### src/verilog/vts_defines.svh
// offsets, field positions, reset values and bus codes of the trip select block
// assumes inclusion by bare name from each design file that needs a constant
//
// Contract
// - bit 7 and bits 3..0 read zero
// - detect select bit 6 is write-once
// - detect bit picks low or high trip
// - warning field bits 5..4 picks four thresholds
// - later writes to locked bit are ignored
`ifndef VTS_DEFINES_SVH
`define VTS_DEFINES_SVH

// byte addresses of the word registers
`define VTS_TRIP_SELECT_OFFSET 8'h00
`define VTS_LOCK_STATUS_OFFSET 8'h04
`define VTS_TRIP_DECODE_OFFSET 8'h08
`define VTS_ADDR_BITS 8

// fields of voltage_trip_select
`define VTS_DETECT_BIT 6
`define VTS_WARNING_HI 5
`define VTS_WARNING_LO 4
`define VTS_REG_WIDTH 8

// fields of the status and decode words
`define VTS_LOCK_BIT 0
`define VTS_DETECT_TRIP_LO 0
`define VTS_WARNING_TRIP_LO 4

// reset values
`define VTS_DETECT_RESET 1'h0
`define VTS_WARNING_RESET 2'h0
`define VTS_HRDATA_RESET 32'h0000_0000

// bus codes
`define VTS_HRESP_OKAY 1'h0
`define VTS_HTRANS_ACTIVE_BIT 1

`endif

### src/verilog/vts_pkg.sv
// types shared by the trip select top and its register core
// assumes the defines header is compiled alongside
package vts_pkg;

  // bus slave phases, one-hot
  typedef enum logic [3:0] {
    VTS_IDLE = 4'h1,
    VTS_WRITE = 4'h2,
    VTS_READ_WAIT = 4'h4,
    VTS_READ_DONE = 4'h8
  } vts_bus_state_type;

  typedef logic [1:0] vts_warning_level_type;

  typedef logic [7:0] vts_reg_type;

endpackage

### src/verilog/vts_reg_if.sv
// carrier between the bus slave and the trip select register core
// assumes both ends run on sys_clk_in
`timescale 1ns/1ps

interface vts_reg_if;
  logic wr_stb;
  vts_pkg::vts_reg_type wr_data;
  vts_pkg::vts_reg_type reg_value;
  logic detect_level;
  vts_pkg::vts_warning_level_type warning_level;
  logic detect_locked;

  modport core (
    input wr_stb,
    input wr_data,
    output reg_value,
    output detect_level,
    output warning_level,
    output detect_locked
  );

  modport host (
    output wr_stb,
    output wr_data,
    input reg_value,
    input detect_level,
    input warning_level,
    input detect_locked
  );
endinterface

### src/verilog/vts_reg_core.sv
// voltage_trip_select storage: write-once detect select, free warning field
// assumes one write strobe per accepted bus write, synchronous reset
`timescale 1ns/1ps
`include "vts_defines.svh"

module vts_reg_core (
  input wire logic sys_clk_in,
  input wire logic rst_in,
  vts_reg_if.core reg_bus
);

  logic detect_level;
  vts_pkg::vts_warning_level_type warning_level;
  logic detect_locked;

  ////////////////////////////////////////////////////////////////////////////////
  // next values

  wire logic next_detect_level;
  wire vts_pkg::vts_warning_level_type next_warning_level;
  wire logic next_detect_locked;

  // first write after reset fixes the bit, later ones leave it alone
  assign next_detect_level = (reg_bus.wr_stb && !detect_locked) ?
    reg_bus.wr_data[`VTS_DETECT_BIT] : detect_level;
  assign next_detect_locked = detect_locked | reg_bus.wr_stb;
  assign next_warning_level = reg_bus.wr_stb ?
    reg_bus.wr_data[`VTS_WARNING_HI:`VTS_WARNING_LO] : warning_level;

  ////////////////////////////////////////////////////////////////////////////////
  // storage

  always_ff @(posedge sys_clk_in) begin
    if (rst_in) begin
      detect_level <= `VTS_DETECT_RESET;
      warning_level <= `VTS_WARNING_RESET;
      detect_locked <= 1'h0;
    end else begin
      detect_level <= next_detect_level;
      warning_level <= next_warning_level;
      detect_locked <= next_detect_locked;
    end
  end

  ////////////////////////////////////////////////////////////////////////////////
  // readback, reserved bits tied low

  assign reg_bus.reg_value = {1'h0, detect_level, warning_level, 4'h0};
  assign reg_bus.detect_level = detect_level;
  assign reg_bus.warning_level = warning_level;
  assign reg_bus.detect_locked = detect_locked;

endmodule

### src/verilog/vts_trip_select_top.sv
// AHB-Lite slave holding the supply trip point select register
// assumes a single master, word transfers, all inputs on sys_clk_in
// assumes hready_in is the bus ready that this slave's hreadyout drives
// assumes only haddr bits 7:0 matter, so the block repeats every 256 bytes
//
// The AHB-Lite register port and the register offsets were chosen for this implementation.
`timescale 1ns/1ps
`include "vts_defines.svh"

module vts_trip_select_top #(
  parameter int WARNING_LEVELS = 4
) (
  input wire logic sys_clk_in,
  input wire logic rst_in,
  input wire logic hsel_in,
  input wire logic [31:0] haddr_in,
  input wire logic [1:0] htrans_in,
  input wire logic hwrite_in,
  input wire logic [2:0] hsize_in,
  input wire logic [31:0] hwdata_in,
  input wire logic hready_in,
  output logic hreadyout_out,
  output logic [31:0] hrdata_out,
  output logic hresp_out,
  output logic detect_level_select_out,
  output logic [1:0] warning_level_select_out,
  output logic detect_level_locked_out,
  output logic [1:0] detect_trip_point_out,
  output logic [WARNING_LEVELS-1:0] warning_trip_point_out
);

  ////////////////////////////////////////////////////////////////////////////////
  // register core

  vts_reg_if reg_link ();

  vts_reg_core core_inst (
    .sys_clk_in(sys_clk_in),
    .rst_in(rst_in),
    .reg_bus(reg_link.core)
  );

  ////////////////////////////////////////////////////////////////////////////////
  // bus phase state

  vts_pkg::vts_bus_state_type bus_state;
  logic [`VTS_ADDR_BITS-1:0] phase_addr;
  logic [2:0] phase_size;
  logic hreadyout;
  logic [31:0] hrdata;
  logic hresp;

  ////////////////////////////////////////////////////////////////////////////////
  // address phase decode

  wire logic transfer_active;
  wire logic transfer_taken;
  wire logic write_taken;
  wire logic read_taken;

  assign transfer_active = hsel_in && htrans_in[`VTS_HTRANS_ACTIVE_BIT];
  // a transfer is taken when selected, active and the bus is ready
  assign transfer_taken = transfer_active && hready_in;
  assign write_taken = transfer_taken && hwrite_in;
  assign read_taken = transfer_taken && !hwrite_in;

  ////////////////////////////////////////////////////////////////////////////////
  // data phase decode

  wire logic hit_trip_select;
  wire logic hit_lock_status;
  wire logic hit_trip_decode;
  wire logic size_covers_low_byte;

  assign hit_trip_select = (phase_addr == `VTS_TRIP_SELECT_OFFSET);
  assign hit_lock_status = (phase_addr == `VTS_LOCK_STATUS_OFFSET);
  assign hit_trip_decode = (phase_addr == `VTS_TRIP_DECODE_OFFSET);
  // byte, half and word accesses at an aligned word all reach lane 0
  assign size_covers_low_byte = (phase_size <= 3'h2);

  ////////////////////////////////////////////////////////////////////////////////
  // next bus state

  vts_pkg::vts_bus_state_type next_bus_state;
  logic next_hreadyout;

  always_comb begin
    next_bus_state = bus_state;
    next_hreadyout = hreadyout;
    unique case (bus_state)
      vts_pkg::VTS_IDLE, vts_pkg::VTS_WRITE, vts_pkg::VTS_READ_DONE: begin
        if (write_taken) begin
          next_bus_state = vts_pkg::VTS_WRITE;
          next_hreadyout = 1'h1;
        end else if (read_taken) begin
          // one wait state lets a write in the prior data phase reach the register core; the trip decode word still lags one cycle
          next_bus_state = vts_pkg::VTS_READ_WAIT;
          next_hreadyout = 1'h0;
        end else begin
          next_bus_state = vts_pkg::VTS_IDLE;
          next_hreadyout = 1'h1;
        end
      end
      vts_pkg::VTS_READ_WAIT: begin
        // ready again with the loaded word
        next_bus_state = vts_pkg::VTS_READ_DONE;
        next_hreadyout = 1'h1;
      end
      default: begin
        next_bus_state = vts_pkg::VTS_IDLE;
        next_hreadyout = 1'h1;
      end
    endcase
  end

  ////////////////////////////////////////////////////////////////////////////////
  // write path

  wire logic write_data_phase;
  wire logic write_to_trip_select;
  wire vts_pkg::vts_reg_type write_byte;

  assign write_data_phase = (bus_state == vts_pkg::VTS_WRITE);
  // writes elsewhere and to reserved bits change nothing
  assign write_to_trip_select = write_data_phase && hit_trip_select &&
    size_covers_low_byte;
  // an aligned register always sits on the low byte lane
  assign write_byte = hwdata_in[`VTS_REG_WIDTH-1:0];
  assign reg_link.wr_stb = write_to_trip_select;
  assign reg_link.wr_data = write_byte;

  ////////////////////////////////////////////////////////////////////////////////
  // read path

  wire logic [31:0] trip_select_word;
  wire logic [31:0] lock_status_word;
  wire logic [31:0] trip_decode_word;
  wire logic [31:0] read_word;
  wire logic [31:0] next_hrdata;

  assign trip_select_word = {24'h00_0000, reg_link.reg_value};
  // status word: bit 0 is the detect lock
  assign lock_status_word = {31'h0000_0000, reg_link.detect_locked};
  assign trip_decode_word = {{(32 - `VTS_WARNING_TRIP_LO - WARNING_LEVELS){1'h0}},
    warning_trip_point_out, 2'h0, detect_trip_point_out};

  // unmapped addresses read zero with an OKAY response
  assign read_word = hit_trip_select ? trip_select_word :
    hit_lock_status ? lock_status_word :
    hit_trip_decode ? trip_decode_word : 32'h0000_0000;

  wire logic read_data_load;

  // the wait state gives the register core a cycle after a write lands
  assign read_data_load = (bus_state == vts_pkg::VTS_READ_WAIT);
  assign next_hrdata = read_data_load ? read_word : hrdata;

  ////////////////////////////////////////////////////////////////////////////////
  // bus registers

  wire logic [`VTS_ADDR_BITS-1:0] next_phase_addr;
  wire logic [2:0] next_phase_size;
  wire logic next_hresp;

  // only the low address byte is kept, so the map repeats every 256 bytes
  assign next_phase_addr = transfer_taken ? haddr_in[`VTS_ADDR_BITS-1:0] : phase_addr;
  assign next_phase_size = transfer_taken ? hsize_in : phase_size;
  // no access is ever refused, so the two-cycle error response is never needed
  assign next_hresp = `VTS_HRESP_OKAY;

  always_ff @(posedge sys_clk_in) begin
    if (rst_in) begin
      bus_state <= vts_pkg::VTS_IDLE;
    end else begin
      bus_state <= next_bus_state;
    end
  end

  // ready out of reset, so the first address phase is taken at once
  always_ff @(posedge sys_clk_in) begin
    if (rst_in) begin
      hreadyout <= 1'h1;
    end else begin
      hreadyout <= next_hreadyout;
    end
  end

  always_ff @(posedge sys_clk_in) begin
    if (rst_in) begin
      phase_addr <= {`VTS_ADDR_BITS{1'h0}};
      phase_size <= 3'h0;
    end else begin
      phase_addr <= next_phase_addr;
      phase_size <= next_phase_size;
    end
  end

  always_ff @(posedge sys_clk_in) begin
    if (rst_in) begin
      hrdata <= `VTS_HRDATA_RESET;
    end else begin
      hrdata <= next_hrdata;
    end
  end

  always_ff @(posedge sys_clk_in) begin
    if (rst_in) begin
      hresp <= `VTS_HRESP_OKAY;
    end else begin
      hresp <= next_hresp;
    end
  end

  assign hreadyout_out = hreadyout;
  assign hrdata_out = hrdata;
  assign hresp_out = hresp;

  ////////////////////////////////////////////////////////////////////////////////
  // monitor selections, registered toward the analog side

  wire logic next_detect_level_select;
  wire vts_pkg::vts_warning_level_type next_warning_level_select;
  wire logic next_detect_level_locked;
  logic detect_level_select;
  logic [1:0] warning_level_select;
  logic detect_level_locked;

  assign next_detect_level_select = reg_link.detect_level;
  assign next_warning_level_select = reg_link.warning_level;
  assign next_detect_level_locked = reg_link.detect_locked;

  always_ff @(posedge sys_clk_in) begin
    if (rst_in) begin
      detect_level_select <= `VTS_DETECT_RESET;
    end else begin
      detect_level_select <= next_detect_level_select;
    end
  end

  always_ff @(posedge sys_clk_in) begin
    if (rst_in) begin
      warning_level_select <= `VTS_WARNING_RESET;
    end else begin
      warning_level_select <= next_warning_level_select;
    end
  end

  always_ff @(posedge sys_clk_in) begin
    if (rst_in) begin
      detect_level_locked <= 1'h0;
    end else begin
      detect_level_locked <= next_detect_level_locked;
    end
  end

  assign detect_level_select_out = detect_level_select;
  assign warning_level_select_out = warning_level_select;
  assign detect_level_locked_out = detect_level_locked;

  ////////////////////////////////////////////////////////////////////////////////
  // detect trip point: bit 0 low trip, bit 1 high trip

  wire logic detect_trip_low;
  wire logic detect_trip_high;
  wire logic [1:0] next_detect_trip;
  logic [1:0] detect_trip;

  // exactly one of the two trip lines is high at any time
  assign detect_trip_low = !reg_link.detect_level;
  assign detect_trip_high = reg_link.detect_level;
  assign next_detect_trip = {detect_trip_high, detect_trip_low};

  always_ff @(posedge sys_clk_in) begin
    if (rst_in) begin
      detect_trip <= {`VTS_DETECT_RESET, !`VTS_DETECT_RESET};
    end else begin
      detect_trip <= next_detect_trip;
    end
  end

  assign detect_trip_point_out = detect_trip;

  ////////////////////////////////////////////////////////////////////////////////
  // warning trip point: one line per threshold, lowest first

  logic [WARNING_LEVELS-1:0] warning_trip;

  genvar level;
  generate
    for (level = 0; level < WARNING_LEVELS; level++) begin : g_warning
      wire logic next_warning_trip;
      wire logic warning_trip_reset;

      assign next_warning_trip = (reg_link.warning_level == 2'(level));
      assign warning_trip_reset = (`VTS_WARNING_RESET == 2'(level));

      always_ff @(posedge sys_clk_in) begin
        if (rst_in) begin
          warning_trip[level] <= warning_trip_reset;
        end else begin
          warning_trip[level] <= next_warning_trip;
        end
      end
    end
  endgenerate

  assign warning_trip_point_out = warning_trip;

endmodule

### config.mk
export PLATFORM = sky130hd
export DESIGN_NAME = vts_trip_select_top
export DESIGN_NICKNAME = d
export VERILOG_FILES = /design/src/verilog/vts_pkg.sv /design/src/verilog/vts_reg_if.sv /design/src/verilog/vts_reg_core.sv /design/src/verilog/vts_trip_select_top.sv
export VERILOG_INCLUDE_DIRS = /design/src /design/src/verilog
export SDC_FILE = /design/constraint.sdc
export NUM_CORES = 1
export LEC_CHECK = 0
export BUFFER_PORTS_ARGS = -buffer_cell sky130_fd_sc_hd__buf_2
export CAP_MARGIN = 20
export CELL_PAD_IN_SITES_DETAIL_PLACEMENT = 0
export CELL_PAD_IN_SITES_GLOBAL_PLACEMENT = 1
export CORE_ASPECT_RATIO = 1.4
export CORE_MARGIN = 8
export CORE_UTILIZATION = 27
export CTS_BUF_LIST = sky130_fd_sc_hd__clkbuf_8
export DETAILED_ROUTE_END_ITERATION = 8
export PLACE_DENSITY_LB_ADDON = 0.1
export SKIP_LAST_GASP = 1
export SLEW_MARGIN = 20
export SYNTH_ARGS = -nofsm -noshare
export SYNTH_HDL_FRONTEND = slang
export SYNTH_SLANG_ARGS = --single-unit
### constraint.sdc
create_clock -name sys_clk_in -period 2.2 [get_ports sys_clk_in]
set_clock_uncertainty 0.05 [all_clocks]
set_input_delay 0.22 -clock sys_clk_in [delete_from_list [all_inputs] [get_ports sys_clk_in]]
set_output_delay 0.22 -clock sys_clk_in [all_outputs]
set_load 0.05 [all_outputs]
# After elaboration in Yosys (flattened, before gate mapping)
# Index checks and enable logic that the tools add are counted.
word_totals:
  register_bits: 62
  latch_bits: 0
  ramBits: 0
  rom_bits: 0
  in_bits: 74
  output_inout_bits: 44
  word_cells: 49
  mem_count: 0
classes:
  add_sub_neg: 0
  multipliers: 0
  div_mod_pow: 0
  order_cmp: 1
  eq_ne: 9
  n_shift: 0
  muxes: 7
  bitwise_logic: 2
  n_reduce_logical: 14
op_table:
  columns: ["operator", "n"]
  rows:
  - ["8-bit 2-to-1 mux", 3]
  - ["8-bit by 3-bit == test with 1-bit output (second input constant)", 1]
  - ["8-bit by 4-bit == test with 1-bit output (second input constant)", 1]
  - ["8-bit zero test", 1]
  - ["4-bit case mux with 2 select lines", 1]
  - ["1-bit logical AND", 7]
  - ["3-bit 2-to-1 mux", 2]
  - ["3-bit OR reduction", 2]
  - ["2-bit == test (second input constant)", 2]
  - ["4-bit by 1-bit == test with 1-bit output (second input constant)", 1]
  - ["4-bit by 2-bit == test with 1-bit output (second input constant)", 1]
  - ["4-bit by 3-bit == test with 1-bit output (second input constant)", 1]
  - ["4-bit == test (second input constant)", 1]
  - ["3-bit by 2-bit <= comparator with 1-bit output (second input constant)", 1]
  - ["1-bit zero test", 3]
  - ["2-bit by 1-bit == test with 1-bit output (second input constant)", 1]
  - ["2-bit zero test", 1]
  - ["1-bit 2-to-1 mux", 1]
  - ["1-bit inverter", 1]
  - ["1-bit OR", 1]

# Depth between registers and ports, before layout
depth:
  ltp_word: 6
  mapped_depth: 5
  ltp_nobuf: 4

# Cells and area by module
# A second synthesis with hierarchy kept.
unflattened:
  cells_unflattened: 184
  hier_area_um2: 1681.6
by_module_without_submodules:
  columns: ["module", "n_inst", "cells_per_inst", "area_per_inst_um2", "seq_area_each_um2"]
  rows:
  - ["vts_trip_select_top", 1, 161, 1473.9, 660.6]
  - ["vts_reg_core", 1, 23, 207.7, 80.1]

# Least setup slack after synthesis
# No wires, ideal clock.
synth_timing:
  path_kind: "register to register"
  startpoint: "reg bus_state[0]"
  endpoint: "reg hrdata[0] (netlist: hrdata_out[0])"
  setup_time_ns: 0.116
  t_arrival_ns: 1.390
  slack_ns: 0.643
  path_stages_with_launch: 6
  path_buffers: 2
  cell_sequence: "dfxtp_1 > buf_6 > or4b_4 > buf_6 > and3_4 > a41o_1"
synth_via:
  elab_chain_len: 1
synth_lines:
  columns: ["item", "line_no", "rtl"]
  rows:
  - ["start: declaration", "vts_trip_select_top.sv:46", "vts_pkg::vts_bus_state_type bus_state;"]
  - ["start signal: assignment", "vts_trip_select_top.sv:173", "bus_state <= vts_pkg::VTS_IDLE;"]
  - ["start signal: assignment", "vts_trip_select_top.sv:175", "bus_state <= next_bus_state;"]
  - ["4-bit by 3-bit == test with 1-bit output", "vts_trip_select_top.sv:155", "assign read_data_load = (bus_state == vts_pkg::VTS_READ_WAIT);"]
  - ["end signal: assignment", "vts_trip_select_top.sv:200", "hrdata <= `VTS_HRDATA_RESET;"]
  - ["end signal: assignment", "vts_trip_select_top.sv:202", "hrdata <= next_hrdata;"]
  - ["end: declaration", "vts_trip_select_top.sv:50", "logic [31:0] hrdata;"]
# No other way between the ends.
# A chain may end at the register's enable or synchronous reset.

# Worst setup path after layout
layout_timing:
  startpoint: "reg bus_state[1]"
  endpoint: "reg hrdata[0] (netlist: hrdata_out[0])"
# Same word-level chain as after synthesis.

==> results.md <==
* Outcome: finished clean
* Slew Limit Fails at 0
* Clk_lat worst skew at ~0.29 ns
* Area grow syn2layout at 17.19%
* CTS Sinks at 35
* Finished Layout Cells at about 280
* Setup bufs post-CTS at 0
* Num CTS Buffers at 5
* Die area at 8423 um^2
* Die H at ~110 um
* IO Port Bufs at 36
* Ys flop type: dfxtp_1
* Drt drc at 0
* Asr flop ratio synth at 0
* Synth top area share at 0.4542
* Root Buffer: clkbuf_8
* RD Place Congestion at between 0.6 and 0.7
* Vias at between 1000 and 1500
* Initial antenna violation count at 0
* Synth Cell Area at 1543 um^2
* Placement Cell Area at between 1500 and 2000 um^2
* Final Cycle Share at 0.6997
* VDD IR max at ~0.00038 V
* Synth cell count leaders: dfxtp_1 (35), nand2_1 (34), buf_4 (28)
* Grt ovf at 0
* RSZ-0062 raised after global routing: false
* Hold Path Cell Cnt at 2
* Worst reg2reg path depth at 3
* Syn. warnings at 0
* # fillers at ~630
* CORE AREA at 5525 um^2
* Hold Vio Cnt, Final at 0
* Fraction of layout cells with a size suffix above 1 at 0.2523
* Post-cts resize count at 0
* EDFF count, synth at 0
* Min cycle time layout at 1.539 ns
* H-Tree Depth at 2
* Mapped Avg Cell Area at between 8 and 9 um^2
* Final wirelength at 3598 um
* Final setup viols at 0
* WS Path Type: flop to flop
* Multi-input logic area at 660.6 um^2
* CTS clk-pin slew, worst paths at 0.07 ns
* Critical path launch point type: flop
* Antenna diodes at 0
* Min-Delay Path Class: input port to flop
* Leakage power at a little over 0.8 nW
* Die X at around 80 um
* Worst setup EP type: flop
* Placed wire-length estimate at about 2900 um
* Top cells by area, synth: dfxtp_1 (45%), buf_4 (14%), nand2_1 (8.3%), a21oi_1 (5.5%), nand4_1 (3.2%)
* Most frequent cell after synthesis: dfxtp_1
* CP required at 2.33 ns
* # Max-Cap Violations at 0
* Distinct cells, synth at 34
* R2R setup slack at around 0.66 ns
* CP Data Arrival Time at 1.67 ns
* Leading area contributor after synthesis: dfxtp_1
* Initial Util at 0.2792
* Pwr Density at between 800 and 900 nW/um^2
* Total global-route track usage at 0.08972
* Row count at 32
* CP max FO at 8
* Vias in the first global route at 1174
* Drt first pass iters at 4
* Antenna Nets Post-Route at 0
* Vias per cell at 4.216
* Maximum clock frequency at between 0.6 and 0.7 GHz
* First-pass GRT wire length at 5844 um
* CTS Hold Bufs at 0
* Final instance area at approximately 1800 um^2
* Seq cells post-synth at 35
* Largest net degree at the start of global routing at 23
* TritonCTS clock tree: yes
* Fin nets at roughly 290
* Syn Inst Count at 177
* Sequential fraction of the synthesis area at 0.4542
* Starting DRT DRC Count at between 60 and 70
* Drt wl/cell at between 10 and 15 um
* Reg area at between 700 and 800 um^2
* Clk buf depth at 2
* IO Count at approximately 120
* Placed insts at 274
* Fin Hold WS at 0.04896 ns
* Setup TNS Final at 0 ns
==> sequential cells by signal, summed over array words and instances, names as in the netlist <==
register / count
detect_level_select_out: 1
hreadyout_out: 1
core_inst.reg_bus.warning_level: 2
core_inst.reg_bus.detect_level: 1
warning_trip_point_out: 4
detect_level_locked_out: 1
bus_state: 4
core_inst.reg_bus.detect_locked: 1
detect_trip_point_out: 1
phase_size: 3
phase_addr: 8
hrdata_out: 6
warning_level_select_out: 2
==> cells by family after synthesis <==
family,Yosys count,share of synthesized area
AO/OA/AOI/OAI,23,0.08191
other,1,0.002431
multiplexers,6,0.04136
XOR/XNOR,1,0.005678
AND/OR/NAND/NOR,69,0.2336
flip-flops,35,0.4542
buffers and inverters,42,0.1808
==> critical path, stage by stage (launching register included) <==
cell     delay (ns)
dfxtp_1        0.38
or4b_4         0.62
and3_4         0.21
a41o_1         0.19
==> cells in the final DEF, fill, tap and decap left out, drive strengths merged, types with 2 or more instances in the layout <==
cell type,n
buf,39
dfxtp,35
nand2,34
conb,27
a21oi,17
nor2,9
nand4,8
inv,5
clkbuf,5
nor4b,4
mux2,3
and2,3
o21ai,3
mux2i,3
bufinv,2
nor4,2
and3,2
==> report_power, final <==
part | internal [mW] | leakage, nW | total (mW) | switching [mW]
clock network | 0.452 | 0.0644 | 0.692 | 0.240
registers | 0.641 | 0.283 | 0.649 | 0.00813
logic | 0.0296 | 0.476 | 0.168 | 0.139
==> final timing paths <==
path,start,end
worst min register to register,core_inst.reg_bus.warning_level[1]$_SDFFE_PP0P_,warning_trip_point_out[1]$_SDFF_PP0_
worst max-delay path,bus_state[1]$_SDFF_PP0_,hrdata_out[0]$_SDFFE_PP0N_
worst min-delay path,hwrite_in,bus_state[2]$_SDFF_PP0_
worst max register to register,bus_state[1]$_SDFF_PP0_,hrdata_out[0]$_SDFFE_PP0N_
==> area by class of cell <==
cell class,count,area share
Clock buffer,5,0.03806
Clock inverter,3,0.03737
Inverter,6,0.01246
Multi-Input combinational cell,126,0.3654
Sequential cell,35,0.3875
Tap cell,68,0.04706
Timing Repair Buffer,39,0.1121
==> per-stage QoR <==
stage / util / total power [mW] / setup WS, ns
floorplan: - / 0.8367 / 0.6435
global placement: 0.3025 / 0.8306 / 0.5870
detailed placement: 0.3025 / 0.8322 / 0.5603
CTS: 0.3272 / 1.533 / 0.6519
global route: 0.3272 / 1.580 / 0.5852
finish: 0.3272 / 1.510 / 0.6606
==> metal layers <==
metal | global-route usage | vias to the layer above | wire, um
li1 | - | 608 | -
met1 | 0.08388 | 536 | 1232
met2 | 0.1571 | 40 | 1938
met3 | 0.04337 | 5 | 356
met4 | 0.04308 | 0 | 70
met5 | 0 | - | 0
(Power assumes the default switching activity.)
